===== config.mk =====
export PLATFORM = sky130hd
export DESIGN_NAME = tsu_regs
export DESIGN_NICKNAME = d
export VERILOG_FILES = /design/src/tsu_pkg.sv /design/src/tsu_pull_drive.sv /design/src/tsu_regs.sv
export SDC_FILE = /design/constraint.sdc
export NUM_CORES = 1
export LEC_CHECK = 0
export BUFFER_PORTS_ARGS = -buffer_cell sky130_fd_sc_hd__buf_4
export CORE_MARGIN = 5
export CORE_UTILIZATION = 24
export CTS_CLUSTER_DIAMETER = 200
export CTS_CLUSTER_SIZE = 8
export DETAILED_ROUTE_END_ITERATION = 16
export GPL_TIMING_DRIVEN = 0
export SLEW_MARGIN = 25
export SYNTH_ARGS = -nofsm -noshare
export SYNTH_HDL_FRONTEND = slang
export SYNTH_SLANG_ARGS = --single-unit

===== constraint.sdc =====
create_clock -name mclk -period 6.15 [get_ports mclk]
set_clock_uncertainty 0.2 [all_clocks]
set_input_delay 1.23 -clock mclk [delete_from_list [all_inputs] [get_ports mclk]]
set_output_delay 1.23 -clock mclk [all_outputs]
set_load 0.1 [all_outputs]

===== src/tsu_pkg.sv =====
// tsu_pkg: register map, field positions and reset values of the touch sense unit
// assumes an 8-bit register port with 16-bit byte addresses
package tsu_pkg;

  // ----------------------------------------------------------------------------
  // register offsets
  // ----------------------------------------------------------------------------
  localparam logic [15:0] TSU_ADDR_CTRL_STAT = 16'hA01B; // conversion_control_status
  localparam logic [15:0] TSU_ADDR_HDTY_LO   = 16'hA01C; // high_duty_count_low
  localparam logic [15:0] TSU_ADDR_HDTY_HI   = 16'hA01D; // high_duty_count_high
  localparam logic [15:0] TSU_ADDR_LDTY_LO   = 16'hA01E; // low_duty_count_low
  localparam logic [15:0] TSU_ADDR_LDTY_HI   = 16'hA01F; // low_duty_count_high
  localparam logic [15:0] TSU_ADDR_BASE_LO   = 16'hA028; // baseline_low
  localparam logic [15:0] TSU_ADDR_BASE_HI   = 16'hA029; // baseline_high
  localparam logic [15:0] TSU_ADDR_THD_LO    = 16'hA02A; // detect_threshold_low
  localparam logic [15:0] TSU_ADDR_THD_HI    = 16'hA02B; // detect_threshold_high
  localparam logic [15:0] TSU_ADDR_PULL      = 16'hA02C; // ref_node_pull_control
  localparam logic [15:0] TSU_ADDR_MODE      = 16'hA030; // mode_control (extra)

  // ----------------------------------------------------------------------------
  // field positions
  // ----------------------------------------------------------------------------
  localparam int TSU_BIT_BUSY   = 0; // read: busy, write: start
  localparam int TSU_BIT_IRQF   = 1;
  localparam int TSU_BIT_LOW_FREQ_NOISE_FLAG   = 2;
  localparam int TSU_BIT_PSRD   = 3;
  localparam int TSU_BIT_ASTD   = 4;
  localparam int TSU_CAP_LSB    = 5;
  localparam int TSU_PULL_I_EN  = 7;
  localparam int TSU_PULL_R_EN  = 6;
  localparam int TSU_PULL_SEL_W = 4;
  localparam int TSU_MODE_AUTO  = 0;
  localparam int TSU_MODE_THDS  = 1;
  localparam int TSU_MODE_BINI  = 2;

  // ----------------------------------------------------------------------------
  // reset values and types
  // ----------------------------------------------------------------------------
  localparam logic [7:0]  TSU_RST_BYTE = 8'h00;
  localparam logic [15:0] TSU_RST_WORD = 16'h0000;
  localparam logic [3:0]  TSU_PULL_OFF = 4'h0;

  typedef enum logic [2:0] {
    TSU_IDLE = 3'b001,
    TSU_CONV = 3'b010,
    TSU_EVAL = 3'b100
  } tsu_state_e;

endpackage


===== src/tsu_pull_drive.sv =====
// tsu_pull_drive: turns the pull control fields into per-element switch enables
// assumes the analog front end switches one leg per enable bit
`timescale 1ns/10ps

module tsu_pull_drive
  import tsu_pkg::*;
(
  input  wire logic                      mclk,       // system clock
  input  wire logic                      reset,      // sync reset, active high
  input  wire logic                      cur_en,     // current path enable
  input  wire logic                      res_en,     // resistor path enable
  input  wire logic [TSU_PULL_SEL_W-1:0] pull_sel,   // per-leg selection
  output logic      [TSU_PULL_SEL_W-1:0] cur_leg_q,  // 8/4/2/1 uA legs, msb first
  output logic      [TSU_PULL_SEL_W-1:0] res_leg_q   // 5k/10k/20k/40k legs, msb first
);

  // ----------------------------------------------------------------------------
  // one enable per leg, registered so switches never glitch
  // ----------------------------------------------------------------------------
  genvar g;
  generate
    for (g = 0; g < TSU_PULL_SEL_W; g++) begin : g_leg
      always_ff @(posedge mclk) begin
        if (reset) begin
          cur_leg_q[g] <= 1'b0;
          res_leg_q[g] <= 1'b0;
        end else begin
          cur_leg_q[g] <= cur_en & pull_sel[g];
          res_leg_q[g] <= res_en & pull_sel[g];
        end
      end
    end
  endgenerate

endmodule


===== src/tsu_regs.sv =====
// tsu_regs: control, result and compensation registers of the touch sense unit
// assumes the conversion front end reports counts with a one-cycle done pulse,
// and that its noise/done inputs arrive in the mclk domain already
`timescale 1ns/10ps

// Function
// - control/status resets to zero; read bit0 busy, write bit0 start
// - high duty count is read-only 16 bits in two bytes, resets zero
// - low duty count is read-only 16-bit result in two bytes
// - baseline is writable 16 bits, resets zero, also updated by hardware
// - threshold is writable 16 bits in two bytes, resets zero
// - pull control drives DC pull onto reference node per its fields
// - bit 7 enables the DC current source path
// - bit 6 enables the DC resistor path
// - with current path, select bits switch 8/4/2/1 uA sources
// - with resistor path, select bits switch 5k/10k/20k/40k resistors
// - normal mode: start launches conversion, interrupt once result is ready
// - threshold mode zero: threshold alone; one: threshold plus baseline
// - baseline init: first count after entering self-scan loads baseline
module tsu_regs
  import tsu_pkg::*;
(
  input  wire logic        mclk,              // system clock, 200 MHz
  input  wire logic        reset,             // sync reset, active high
  input  wire logic [15:0] reg_addr,          // register byte address
  input  wire logic [7:0]  reg_wdata,         // write data
  input  wire logic        reg_wr,            // write strobe
  input  wire logic        reg_rd,            // read strobe
  output logic      [7:0]  reg_rdata_q,       // read data, cycle after strobe
  input  wire logic        conv_done,         // front end result pulse
  input  wire logic [15:0] conv_high_count,   // high duty count from front end
  input  wire logic [15:0] conv_low_count,    // low duty count from front end
  input  wire logic        conv_noise,        // low-frequency noise seen, pulse
  input  wire logic        avg_update,        // moving average result valid
  input  wire logic [15:0] avg_baseline,      // moving average new baseline
  output logic             conv_start_q,      // start pulse to the front end
  output logic             conv_busy_q,       // conversion in progress
  output logic             auto_mode_q,       // self-scan mode active
  output logic             wakeup_q,          // self-scan wakeup pulse
  output logic             touch_irq_q,       // interrupt flag level
  output logic      [2:0]  ref_cap_select_q,  // reference cap select
  output logic             start_idle_delay_enable_q, // auto start delay enable
  output logic             pseudo_random_seq_enable_q, // pseudo random enable
  output logic      [3:0]  cur_leg_q,         // current source legs
  output logic      [3:0]  res_leg_q          // resistor legs
);

  // ----------------------------------------------------------------------------
  // decode helpers
  // ----------------------------------------------------------------------------
  function automatic logic hit(input logic [15:0] a, input logic [15:0] r);
    hit = (a == r);
  endfunction

  logic        wr_ctrl;
  logic        start_req;
  logic        irq_clr;
  logic        low_freq_noise_flag_clr;
  logic        low_freq_noise_flag_q;
  logic [15:0] high_duty_count_q;
  logic [15:0] low_duty_count_q;
  logic [15:0] baseline_value_q;
  logic [15:0] threshold_value_q;
  logic        dc_current_enable_q;
  logic        dc_resistor_enable_q;
  logic [3:0]  dc_pull_select_q;
  logic        threshold_mode_select_q;
  logic        baseline_init_select_q;
  logic        first_auto_q;
  logic [16:0] limit;
  logic        over_limit;
  tsu_state_e  state_q;

  assign wr_ctrl   = reg_wr && hit(reg_addr, TSU_ADDR_CTRL_STAT);
  assign start_req = wr_ctrl && reg_wdata[TSU_BIT_BUSY];
  assign irq_clr   = wr_ctrl && !reg_wdata[TSU_BIT_IRQF];
  assign low_freq_noise_flag_clr  = wr_ctrl && !reg_wdata[TSU_BIT_LOW_FREQ_NOISE_FLAG];

  // ----------------------------------------------------------------------------
  // comparison limit, kept 17 bits wide so the sum never wraps
  // ----------------------------------------------------------------------------
  always_comb begin
    if (threshold_mode_select_q) begin
      limit = {1'b0, threshold_value_q} + {1'b0, baseline_value_q};
    end else begin
      limit = {1'b0, threshold_value_q};
    end
    over_limit = ({1'b0, conv_low_count} > limit);
  end

  // ----------------------------------------------------------------------------
  // configuration bits of the control register
  // ----------------------------------------------------------------------------
  always_ff @(posedge mclk) begin
    if (reset) begin
      ref_cap_select_q           <= 3'b000;
      start_idle_delay_enable_q  <= 1'b0;
      pseudo_random_seq_enable_q <= 1'b0;
    end else if (wr_ctrl) begin
      ref_cap_select_q           <= reg_wdata[TSU_CAP_LSB +: 3];
      start_idle_delay_enable_q  <= reg_wdata[TSU_BIT_ASTD];
      pseudo_random_seq_enable_q <= reg_wdata[TSU_BIT_PSRD];
    end
  end

  // ----------------------------------------------------------------------------
  // mode bits (self-scan, threshold mode, baseline init)
  // ----------------------------------------------------------------------------
  always_ff @(posedge mclk) begin
    if (reset) begin
      auto_mode_q             <= 1'b0;
      threshold_mode_select_q <= 1'b0;
      baseline_init_select_q  <= 1'b0;
    end else if (reg_wr && hit(reg_addr, TSU_ADDR_MODE)) begin
      auto_mode_q             <= reg_wdata[TSU_MODE_AUTO];
      threshold_mode_select_q <= reg_wdata[TSU_MODE_THDS];
      baseline_init_select_q  <= reg_wdata[TSU_MODE_BINI];
    end
  end

  // ----------------------------------------------------------------------------
  // conversion sequencer: busy from start until one cycle after the result lands
  // ----------------------------------------------------------------------------
  always_ff @(posedge mclk) begin
    if (reset) begin
      state_q      <= TSU_IDLE;
      conv_busy_q  <= 1'b0;
      conv_start_q <= 1'b0;
    end else begin
      conv_start_q <= 1'b0;
      case (state_q)
        TSU_IDLE: begin
          // a second start while busy is ignored, front end owns the sequence
          if (start_req) begin
            state_q      <= TSU_CONV;
            conv_busy_q  <= 1'b1;
            conv_start_q <= 1'b1;
          end
        end
        TSU_CONV: begin
          if (conv_done) begin
            state_q <= TSU_EVAL;
          end
        end
        TSU_EVAL: begin
          state_q     <= TSU_IDLE;
          conv_busy_q <= 1'b0;
        end
        default: begin
          state_q     <= TSU_IDLE;
          conv_busy_q <= 1'b0;
        end
      endcase
    end
  end

  // ----------------------------------------------------------------------------
  // interrupt flag and wakeup; hardware set beats a same-cycle clear
  // ----------------------------------------------------------------------------
  always_ff @(posedge mclk) begin
    if (reset) begin
      touch_irq_q <= 1'b0;
      wakeup_q    <= 1'b0;
    end else begin
      wakeup_q <= conv_done && auto_mode_q && over_limit;
      if (conv_done && (!auto_mode_q || over_limit)) begin
        touch_irq_q <= 1'b1;
      end else if (irq_clr) begin
        touch_irq_q <= 1'b0;
      end
    end
  end

  // ----------------------------------------------------------------------------
  // low-frequency noise flag
  // ----------------------------------------------------------------------------
  always_ff @(posedge mclk) begin
    if (reset) begin
      low_freq_noise_flag_q <= 1'b0;
    end else if (conv_noise && conv_busy_q) begin
      low_freq_noise_flag_q <= 1'b1;
    end else if (low_freq_noise_flag_clr) begin
      low_freq_noise_flag_q <= 1'b0;
    end
  end

  // ----------------------------------------------------------------------------
  // duty count results, read-only to software
  // ----------------------------------------------------------------------------
  always_ff @(posedge mclk) begin
    if (reset) begin
      high_duty_count_q <= TSU_RST_WORD;
      low_duty_count_q  <= TSU_RST_WORD;
    end else if (conv_done) begin
      high_duty_count_q <= conv_high_count;
      low_duty_count_q  <= conv_low_count;
    end
  end

  // ----------------------------------------------------------------------------
  // baseline: software bytes, first-count seed, then moving average
  // ----------------------------------------------------------------------------
  always_ff @(posedge mclk) begin
    if (reset) begin
      first_auto_q <= 1'b0;
    end else if (!auto_mode_q) begin
      first_auto_q <= 1'b1; // armed until the first self-scan result
    end else if (conv_done) begin
      first_auto_q <= 1'b0;
    end
  end

  always_ff @(posedge mclk) begin
    if (reset) begin
      baseline_value_q <= TSU_RST_WORD;
    end else if (auto_mode_q && conv_done && first_auto_q && baseline_init_select_q) begin
      baseline_value_q <= conv_low_count;
    end else if (auto_mode_q && avg_update) begin
      baseline_value_q <= avg_baseline;
    end else if (reg_wr && hit(reg_addr, TSU_ADDR_BASE_LO)) begin
      baseline_value_q[7:0] <= reg_wdata;
    end else if (reg_wr && hit(reg_addr, TSU_ADDR_BASE_HI)) begin
      baseline_value_q[15:8] <= reg_wdata;
    end
  end

  // ----------------------------------------------------------------------------
  // detection threshold
  // ----------------------------------------------------------------------------
  always_ff @(posedge mclk) begin
    if (reset) begin
      threshold_value_q <= TSU_RST_WORD;
    end else if (reg_wr && hit(reg_addr, TSU_ADDR_THD_LO)) begin
      threshold_value_q[7:0] <= reg_wdata;
    end else if (reg_wr && hit(reg_addr, TSU_ADDR_THD_HI)) begin
      threshold_value_q[15:8] <= reg_wdata;
    end
  end

  // ----------------------------------------------------------------------------
  // reference-node pull control
  // ----------------------------------------------------------------------------
  always_ff @(posedge mclk) begin
    if (reset) begin
      dc_current_enable_q  <= 1'b0;
      dc_resistor_enable_q <= 1'b0;
      dc_pull_select_q     <= TSU_PULL_OFF;
    end else if (reg_wr && hit(reg_addr, TSU_ADDR_PULL)) begin
      dc_current_enable_q  <= reg_wdata[TSU_PULL_I_EN];
      dc_resistor_enable_q <= reg_wdata[TSU_PULL_R_EN];
      dc_pull_select_q     <= reg_wdata[TSU_PULL_SEL_W-1:0];
    end
  end

  // leg switches onto the reference node
  tsu_pull_drive u_pull (
    .mclk      (mclk),
    .reset     (reset),
    .cur_en    (dc_current_enable_q),
    .res_en    (dc_resistor_enable_q),
    .pull_sel  (dc_pull_select_q),
    .cur_leg_q (cur_leg_q),
    .res_leg_q (res_leg_q)
  );

  // ----------------------------------------------------------------------------
  // read mux; unmapped addresses read zero
  // ----------------------------------------------------------------------------
  always_ff @(posedge mclk) begin
    if (reset) begin
      reg_rdata_q <= TSU_RST_BYTE;
    end else if (!reg_rd) begin
      reg_rdata_q <= TSU_RST_BYTE; // data stands only in the cycle after the strobe
    end else begin
      case (reg_addr)
        TSU_ADDR_CTRL_STAT: reg_rdata_q <= {ref_cap_select_q, start_idle_delay_enable_q,
                                            pseudo_random_seq_enable_q,
                                            low_freq_noise_flag_q, touch_irq_q,
                                            conv_busy_q};
        TSU_ADDR_HDTY_LO:   reg_rdata_q <= high_duty_count_q[7:0];
        TSU_ADDR_HDTY_HI:   reg_rdata_q <= high_duty_count_q[15:8];
        TSU_ADDR_LDTY_LO:   reg_rdata_q <= low_duty_count_q[7:0];
        TSU_ADDR_LDTY_HI:   reg_rdata_q <= low_duty_count_q[15:8];
        TSU_ADDR_BASE_LO:   reg_rdata_q <= baseline_value_q[7:0];
        TSU_ADDR_BASE_HI:   reg_rdata_q <= baseline_value_q[15:8];
        TSU_ADDR_THD_LO:    reg_rdata_q <= threshold_value_q[7:0];
        TSU_ADDR_THD_HI:    reg_rdata_q <= threshold_value_q[15:8];
        TSU_ADDR_PULL:      reg_rdata_q <= {dc_current_enable_q, dc_resistor_enable_q,
                                            2'b00, dc_pull_select_q};
        TSU_ADDR_MODE:      reg_rdata_q <= {5'b00000, baseline_init_select_q,
                                            threshold_mode_select_q, auto_mode_q};
        default:            reg_rdata_q <= TSU_RST_BYTE;
      endcase
    end
  end

endmodule


==> impl_metrics.env, run 1 <==
export IMPL_startpoint="baseline_value_q[0]$_SDFFE_PP0P_"
export IMPL_synth_nets=771
export IMPL_wl_mm=22.0
export IMPL_drive_gt1_frac=0.184
export IMPL_critPathArrivalTime_ps=4730
export IMPL_dpl_cell_area_mm2=0.00699
export IMPL_clock_fmax_mhz=214
export IMPL_area_growth_pct=25.8
export IMPL_avgRoutedWirePerCell_um=20.0
export IMPL_finalHoldViolCount=0
export IMPL_dp_cells=1084
export IMPL_ys_top_cells_by_area="dfxtp_1, mux2i_1, ha_1, nor2_1, a21oi_1"
export IMPL_crit_path_end="wakeup_q$_SDFF_PP0_"
export IMPL_avgSynthCellArea_um2=8.83
export IMPL_worstSetupEndpointType="register"
export IMPL_cp_top_family="compound AO/OA/AOI/OAI gates"
export IMPL_antenna_cells=0
export IMPL_power_density_mw_per_mm2=199
export IMPL_cp_start_kind="register"
export IMPL_holdWs_ps=265
export IMPL_fp_dieArea_mm2=0.0275
export IMPL_yosysWarningCount=0
export IMPL_root_buffer="clkbuf_16"
export IMPL_ys_flop_type="dfxtp_1"
export IMPL_antenna_found_initial=0
export IMPL_postCtsHoldBufs=0
export IMPL_power_leakage_nw=3.09
export IMPL_drtIter0Drc=445
export IMPL_final_design_area_no_fill_mm2=0.00732
export IMPL_fin_crit_ps=4670
export IMPL_reg2reg_depth=14
export IMPL_cpMostUsedCell="ha_1"
export IMPL_grt_pass1_wl_mm=33.2
export IMPL_netlist_area_mm2=0.00582
export IMPL_hold_class="register to register"
export IMPL_grtUsageTotal=0.155
export IMPL_yosysMostFrequentCell="dfxtp_1"
export IMPL_grt_pass1_vias=5340
export IMPL_status="finished, final reports clean"
export IMPL_viasPerCell=5.04
export IMPL_synth_seq_area_share=0.354
export IMPL_cp_cell_sequence="ha_1, fa_1, a211o_1, o211ai_1, nand2_1, a2111oi_0, o2111ai_1, nor3b_1, ha_1, nand3_1, nor4_1, o31ai_1, a221o_1, nor3_1"
export IMPL_post_route_period_util=0.759
export IMPL_setup_viol=0
export IMPL_gr_total_overflow=0
export IMPL_clk_pin_slew_ps=70
export IMPL_cts_max_path_buffers=2
export IMPL_required_ps=6210
export IMPL_num_vias=5545
export IMPL_ys_ff_latch=103
export IMPL_vdd_drop_max_mv=0.126
export IMPL_num_io_pins=105
export IMPL_cts_resized=0
export IMPL_slowest_delay_ps=610
export IMPL_cp_num_buf_inv=0
export IMPL_clock_sinks=103
export IMPL_rrSetupSlack_ps=1480
export IMPL_ys_top_cells_by_count="dfxtp_1, nor2_1, mux2i_1"
export IMPL_cts_setup_buffers=0
export IMPL_firstDrtPassIters=5
export IMPL_die_width_um=166
export IMPL_worst_pin_slew_ps=1040
export IMPL_multi_input_area_mm2=0.00359
export IMPL_syn_inst=659
export IMPL_tns_ps=0
export IMPL_path_class="register to register"
export IMPL_numCtsBuffers=9
export IMPL_path_depth=14
export IMPL_h_tree_depth=3
export IMPL_async_reset_ff_frac=0
export IMPL_yosysUniqueCellTypes=61
export IMPL_port_buffers=101
export IMPL_synth_top_area_frac=0.354
export IMPL_postRouteAntennaNets=0
export IMPL_cts_tree="done"
export IMPL_dieHeight_um=166
export IMPL_setup_slack_ps=1480
export IMPL_totalPowerFinal_mw=1.46
export IMPL_regArea_mm2=0.00206
export IMPL_finalMaxSlewViolations=0
export IMPL_final_core_util=0.304
export IMPL_synth_edf_count=0
export IMPL_rows=57
export IMPL_slew_headroom=0.302
export IMPL_clk_latency_ps=350
export IMPL_grt_start_max_net_pins=17
export IMPL_synth_largest_area_cell="dfxtp_1"
export IMPL_place_ws_ps=1540
export IMPL_initial_core_util=0.241
export IMPL_whs_path_depth=1
export IMPL_drc=0
export IMPL_maxCapViolations=0
export IMPL_reg2reg_to="wakeup_q$_SDFF_PP0_"
export IMPL_fin_nets=883
export IMPL_place_hpwl_mm=17.6
export IMPL_core_region_area_mm2=0.0241
export IMPL_path_max_fanout=4
export IMPL_slowest_stage="a2111oi_0"
export IMPL_place_congestion=0.943
export IMPL_fillers=2606
export IMPL_r2r_start="baseline_value_q[0]$_SDFFE_PP0P_"
export IMPL_final_cells=1100
export IMPL_grt_setup_unrepaired="false"
## cell type report
type | count | area share
Multi-Input combinational cell | 515 | 0.490
Clock buffer | 12 | 0.0337
Clock inverter | 4 | 0.0104
Timing Repair Buffer | 101 | 0.104
Tap cell | 324 | 0.0554
Inverter | 7 | 0.00359
Sequential cell | 103 | 0.282
Buffer | 34 | 0.0214
## registers in the layout, indices dropped and copies added (netlist names), 3 cells and up
register and flops:
u_pull.res_leg_q 4, u_pull.cur_leg_q 4, high_duty_count_q 16, low_duty_count_q 16, reg_rdata_q 8, dc_pull_select_q 4, threshold_value_q 16, baseline_value_q 16
state_q 3, ref_cap_select_q 3
## placed cells by master (no fill, tap or decap), types with 4 or more instances in the layout
cell       instances
a21o_1             9
clkbuf_16          9
and3_1            11
ha_1              32
nand4_1            5
a221o_1            5
dfxtp_1          103
nor2_1            86
mux2i_1           65
inv_1              7
a31oi_1            5
and2_1            19
a22oi_1           12
a221oi_1           5
nor3_1            13
nand2b_1           6
a21oi_2            4
buf_1              4
a222oi_1           8
nor4b_1            4
o21ai_0            8
a211o_1           18
xnor2_1           11
clkbuf_1          26
nand3_1           11
nor2b_1           11
a21oi_1           64
mux2_2             4
nand2_1           49
buf_4            102
## worst min path at each step
stage                            start                        to  slack (ps)
5_1_grt        state_q[2]$_SDFFE_PP0P_   state_q[1]$_SDFFE_PP0P_         280
4_1_cts        state_q[2]$_SDFFE_PP0P_   state_q[1]$_SDFFE_PP0P_         270
3_5_place_dp   state_q[2]$_SDFFE_PP0P_   state_q[1]$_SDFFE_PP0P_         250
6_report       state_q[2]$_SDFFE_PP0P_   state_q[1]$_SDFFE_PP0P_         270
3_3_place_gp   state_q[2]$_SDFFE_PP0P_  conv_busy_q$_SDFFE_PP0P_         250
2_1_floorplan  state_q[2]$_SDFFE_PP0P_   state_q[1]$_SDFFE_PP0P_         230
## logic make-up after synthesis
logic type / synth area share
simple gates: 0.208
compound gates: 0.193
flops: 0.354
mux: 0.123
buf+inv: 0.0314
fa+ha+maj: 0.0722
xor+xnor: 0.0181
## power by group
| part | switching (mW) | leakage (nW) | internal, mW |
|---|---|---|---|
| clock network | 0.258 | 0.153 | 0.370 |
| registers | 0.00960 | 0.837 | 0.680 |
| logic | 0.0811 | 2.10 | 0.0613 |
| total | 0.349 | 3.09 | 1.11 |
## worst register-to-register path, stage by stage, from the launching register on
cell and delay, ps:
dfxtp_1 390, ha_1 260, fa_1 430, a211o_1 280, o211ai_1 190, nand2_1 170, a2111oi_0 610, o2111ai_1 200
nor3b_1 190, ha_1 290, nand3_1 140, nor4_1 450, o31ai_1 140, a221o_1 390, nor3_1 220
## metal layers
metal	vias up	GRT usage	share of wire
met5	-	0	0
met4	0	0.0527	0.034
met3	37	0.0317	0.073
met2	242	0.246	0.44
met1	2607	0.211	0.45
li1	2659	-	-
Power figures use the tool's default switching activity.
==> run 2: changes to the inputs <==
- ABC_AREA: not set -> 1
- clock period: 6.15 -> 4.2 ns (I/O delays scaled with it)
==> impl_metrics.env, run 2 <==
export IMPL_status="finished, final reports clean"
export IMPL_synth_largest_area_cell="dfxtp_1"
export IMPL_vdd_drop_max_mv=0.184
export IMPL_avgRoutedWirePerCell_um=18.3
export IMPL_reg2reg_to="touch_irq_q$_SDFFE_PP0P_"
export IMPL_cts_max_path_buffers=2
export IMPL_fin_nets=1069
export IMPL_gr_total_overflow=0
export IMPL_hold_end="low_duty_count_q[1]$_SDFFE_PP0P_"
export IMPL_postCtsHoldBufs=0
export IMPL_place_hpwl_mm=19.4
export IMPL_die_width_um=169
export IMPL_critPathArrivalTime_ps=3710
export IMPL_cts_setup_buffers=0
export IMPL_drc=0
export IMPL_path_max_fanout=4
export IMPL_tns_ps=0
export IMPL_async_reset_ff_frac=0
export IMPL_rrSetupSlack_ps=530
export IMPL_whs_path_depth=2
export IMPL_postRouteAntennaNets=0
export IMPL_grt_setup_unrepaired="false"
export IMPL_final_common_cell="nand2_1"
export IMPL_viasPerCell=4.95
export IMPL_cp_start_kind="register"
export IMPL_clock_sinks=103
export IMPL_h_tree_depth=3
export IMPL_clock_fmax_mhz=272
export IMPL_clk_pin_slew_ps=80
export IMPL_dieHeight_um=169
export IMPL_num_vias=6393
export IMPL_fin_crit_ps=3670
export IMPL_drive_gt1_frac=0.184
export IMPL_finalHoldViolCount=0
export IMPL_ys_top_cells_by_area="dfxtp_1, o21ai_0, nand2_1, ha_1, nor2_1"
export IMPL_maxCapViolations=0
export IMPL_num_io_pins=105
export IMPL_r2r_start="baseline_value_q[0]$_SDFFE_PP0P_"
export IMPL_fp_dieArea_mm2=0.0284
export IMPL_setup_viol=0
export IMPL_slew_headroom=0.560
export IMPL_post_route_period_util=0.875
export IMPL_grt_pass1_wl_mm=35.2
export IMPL_grt_start_max_net_pins=20
export IMPL_holdWs_ps=265
export IMPL_wl_mm=23.6
export IMPL_antenna_cells=0
export IMPL_ys_ff_latch=103
export IMPL_netlist_area_mm2=0.00604
export IMPL_ys_flop_type="dfxtp_1"
export IMPL_numCtsBuffers=9
export IMPL_core_region_area_mm2=0.0250
export IMPL_yosysWarningCount=0
export IMPL_dp_cells=1276
export IMPL_power_density_mw_per_mm2=281
export IMPL_grtUsageTotal=0.162
export IMPL_cts_tree="done"
export IMPL_hold_class="register to register"
export IMPL_syn_inst=845
export IMPL_synth_edf_count=0
export IMPL_synth_seq_area_share=0.341
export IMPL_worst_pin_slew_ps=653
export IMPL_yosysMostFrequentCell="nand2_1"
export IMPL_initial_core_util=0.242
export IMPL_synth_top_area_frac=0.341
export IMPL_required_ps=4230
export IMPL_rows=58
export IMPL_port_buffers=101
export IMPL_clk_latency_ps=360
export IMPL_fillers=2814
export IMPL_drtIter0Drc=617
export IMPL_worstSetupEndpointType="register"
export IMPL_synth_nets=957
export IMPL_reg2reg_depth=21
export IMPL_power_leakage_nw=3.40
export IMPL_path_class="register to register"
export IMPL_ys_top_cells_by_count="nand2_1, o21ai_0, dfxtp_1"
export IMPL_min_from="low_duty_count_q[1]$_SDFFE_PP0P_"
export IMPL_firstDrtPassIters=5
export IMPL_root_buffer="clkbuf_16"
export IMPL_grt_pass1_vias=5966
export IMPL_layout_common_cells="nand2_1, o21ai_0, buf_4"
export IMPL_yosysUniqueCellTypes=50
export IMPL_cts_resized=0
export IMPL_final_cells=1292
export IMPL_area_growth_pct=24.6
export IMPL_avgSynthCellArea_um2=7.15
export IMPL_place_congestion=0.962
export IMPL_antenna_found_initial=0
export IMPL_finalMaxSlewViolations=0
## run 2: changes by cell type after synthesis, sizes merged, moves of 11 or more
cell   previous run  this run
o21ai             8       132
inv               7        80
nor2b            11         0
and2             19         0
and3             11         0
mux2i            65         2
nand3            11        65
a22oi            12         1
a211o            18         0
a31oi             5        21
nand2            49       146
## run 2: worst max-delay path by stage
stage / slack, ps / endpoint / start
floorplan: 1220 / touch_irq_q$_SDFFE_PP0P_ / baseline_value_q[0]$_SDFFE_PP0P_
global placement: 520 / touch_irq_q$_SDFFE_PP0P_ / baseline_value_q[0]$_SDFFE_PP0P_
detailed placement: 540 / touch_irq_q$_SDFFE_PP0P_ / baseline_value_q[0]$_SDFFE_PP0P_
CTS: 520 / touch_irq_q$_SDFFE_PP0P_ / baseline_value_q[0]$_SDFFE_PP0P_
global route: 220 / touch_irq_q$_SDFFE_PP0P_ / baseline_value_q[0]$_SDFFE_PP0P_
finish: 530 / touch_irq_q$_SDFFE_PP0P_ / baseline_value_q[0]$_SDFFE_PP0P_
## run 2: cell type report
cell class	count	area, um^2	area share
clock buffers	9	225	0.0299
repair buffers	101	758	0.101
plain buffers	38	198	0.0263
clock inverters	7	90.1	0.0120
well taps	330	413	0.0549
multi-input cells	622	3470	0.461
inverters	82	313	0.0416
flip-flops and latches	103	2060	0.274
## run 2: logic make-up (layout without fill, tap and decap cells)
group / Yosys count / count (layout) / synth area share
and+or+nand+nor: 339 / 339 / 0.266
AOI/OAI and AO/OA: 235 / 235 / 0.217
buffers and inverters: 120 / 237 / 0.0845
DFF: 103 / 103 / 0.341
adders and majority gates: 33 / 33 / 0.0696
xor gates and xnor gates: 13 / 13 / 0.0189
muxes: 2 / 2 / 0.00331
## run 2: routing by layer
| layer | wire length [um] | vias to the layer above | GRT usage |
|---|---|---|---|
| met4 | 695 | 0 | 0.0483 |
| met5 | 0 | - | 0 |
| li1 | - | 3084 | - |
| met2 | 10500 | 256 | 0.255 |
| met1 | 10600 | 3006 | 0.221 |
| met3 | 1790 | 47 | 0.0390 |
## run 2: where the power goes
group	internal (mW)	switching, mW
Sequential	0.998	0.0124
Combinational	0.0818	0.134
Clock	0.476	0.414
## run 2: stage by stage
step / utilization / setup slack, ps / instance area [um^2] / total power [mW]
after floorplan: - / 1220 / 6040 / 1.12
after global placement: 0.289 / 524 / 7210 / 1.24
after global routing: 0.301 / 224 / 7530 / 2.19
final: 0.301 / 527 / 7530 / 2.12
after detailed placement: 0.289 / 538 / 7210 / 1.25
after CTS: 0.301 / 517 / 7530 / 2.13
## run 2: worst max-delay path, cell delays in order (launching register included)
cell     delay (ps)
dfxtp_1         340
ha_1            250
fa_1            420
nand3_1          90
nand2_1         100
nand2_1          90
nand2_1         130
a21o_1          220
nand3_1          70
nand2_1          60
xor2_1          160
o21ai_0         120
ha_1            320
nand2_1          50
inv_1            80
nand4_1          90
nor4_1          300
a21oi_1          70
nand2_1         170
nand2_1          80
nand2_1          70
a21oi_1          60
==> run 3: changes to the inputs <==
- SLEW_MARGIN: 25 -> not set
- clock period: 4.2 -> 3.8 ns (I/O delays scaled with it)
==> impl_metrics.env, run 3 (synthesis gave the netlist of run 2 again) <==
export IMPL_status="finished, final reports clean"
export IMPL_worst_pin_slew_ps=650
export IMPL_power_density_mw_per_mm2=311
export IMPL_grt_pass1_vias=5966
export IMPL_clock_fmax_mhz=277
export IMPL_antenna_cells=0
export IMPL_cts_tree="done"
export IMPL_layout_common_cells="nand2_1, buf_4, o21ai_0"
export IMPL_finalHoldViolCount=0
export IMPL_grt_pass1_wl_mm=35.2
export IMPL_wl_mm=23.7
export IMPL_final_design_area_no_fill_mm2=0.00755
export IMPL_core_region_area_mm2=0.0250
export IMPL_firstDrtPassIters=5
export IMPL_setup_viol=0
export IMPL_root_buffer="clkbuf_16"
export IMPL_reg2reg_depth=21
export IMPL_place_hpwl_mm=19.4
export IMPL_vdd_drop_max_mv=0.205
export IMPL_grtUsageTotal=0.162
export IMPL_whs_path_depth=2
export IMPL_initial_core_util=0.242
export IMPL_power_leakage_nw=3.40
export IMPL_drive_gt1_frac=0.190
export IMPL_clk_pin_slew_ps=80
export IMPL_drtIter0Drc=633
export IMPL_slew_headroom=0.567
export IMPL_maxCapViolations=0
export IMPL_drc=0
export IMPL_clock_sinks=103
export IMPL_h_tree_depth=3
export IMPL_path_class="register to register"
export IMPL_worstSetupEndpointType="register"
export IMPL_final_common_cell="nand2_1"
export IMPL_port_buffers=101
export IMPL_viasPerCell=4.96
export IMPL_fin_nets=1070
export IMPL_post_route_period_util=0.950
export IMPL_tns_ps=0
export IMPL_antenna_found_initial=0
export IMPL_dpl_cell_area_mm2=0.00721
export IMPL_clk_latency_ps=360
export IMPL_num_vias=6407
export IMPL_required_ps=3840
export IMPL_postRouteAntennaNets=0
export IMPL_rows=58
export IMPL_dieHeight_um=169
export IMPL_num_io_pins=105
export IMPL_cp_start_kind="register"
export IMPL_path_max_fanout=4
export IMPL_hold_class="register to register"
export IMPL_postCtsHoldBufs=0
export IMPL_die_width_um=169
export IMPL_area_growth_pct=25.0
export IMPL_fp_dieArea_mm2=0.0284
export IMPL_grt_start_max_net_pins=20
export IMPL_finalMaxSlewViolations=0
export IMPL_gr_total_overflow=0
export IMPL_avgRoutedWirePerCell_um=18.4
export IMPL_cts_max_path_buffers=2
export IMPL_fin_crit_ps=3610
export IMPL_critPathArrivalTime_ps=3640
export IMPL_place_congestion=0.962
export IMPL_numCtsBuffers=9
run 3: layout make-up:
| class | instances | area (um^2) |
|---|---|---|
| multi-input cells | 622 | 3480 |
| plain buffers | 38 | 198 |
| clock inverters | 7 | 90.1 |
| fillers | 2811 | 17400 |
| repair buffers | 102 | 766 |
| well taps | 330 | 413 |
| inverters | 82 | 313 |
| clock buffers | 9 | 225 |
| flip-flops and latches | 103 | 2060 |
run 3: stage by stage:
step | std cells | setup slack, ps | util | power [mW] | hold WS (ps)
floorplan | 845 | 825 | - | 1.24 | 229
finish | 1293 | 191 | 0.302 | 2.35 | 268
detailed placement | 1276 | 138 | 0.289 | 1.38 | 260
global placement | 1276 | 124 | 0.289 | 1.37 | 249
global route | 1293 | -50.1 | 0.302 | 2.42 | 291
CTS | 1292 | 117 | 0.301 | 2.35 | 271
run 3: layer usage:
metal	global-route usage	part of all wire	vias to the layer above
met3	0.0390	0.073	44
met4	0.0483	0.028	0
met1	0.221	0.45	3019
li1	-	-	3084
met5	0	0	-
met2	0.255	0.45	260
run 3: path summary, 6_finish.rpt:
kind | start | to | slack, ps
hold / removal | low_duty_count_q[1]$_SDFFE_PP0P_ | low_duty_count_q[1]$_SDFFE_PP0P_ | 270
hold reg to reg | low_duty_count_q[1]$_SDFFE_PP0P_ | low_duty_count_q[1]$_SDFFE_PP0P_ | 270
setup reg to reg | baseline_value_q[0]$_SDFFE_PP0P_ | touch_irq_q$_SDFFE_PP0P_ | 190
setup / recovery | baseline_value_q[0]$_SDFFE_PP0P_ | touch_irq_q$_SDFFE_PP0P_ | 190
run 3: power breakdown:
| group | switching [mW] | internal (mW) |
|---|---|---|
| Clock | 0.462 | 0.526 |
| Sequential | 0.0136 | 1.10 |
| Combinational | 0.149 | 0.0914 |
| Total | 0.625 | 1.72 |
run 3: worst max-delay path, stage by stage (launching register included):
cell,delay [ps]
dfxtp_1,340
ha_1,260
fa_2,360
nand3_1,80
nand2_1,110
nand2_1,100
nand2_2,90
a21o_1,200
nand3_1,70
nand2_1,60
xor2_1,160
o21ai_0,120
ha_1,330
nand2_1,50
inv_1,80
nand4_1,120
nor4_2,350
a21oi_1,90
nand2_2,120
nand2_1,60
nand2_1,70
a21oi_1,60
run 3: timing repair:
item / CTS / global route
setup endpoints to repair: 0 / 2
resized for setup: 0 / 5
buffers inserted: 0 / 1
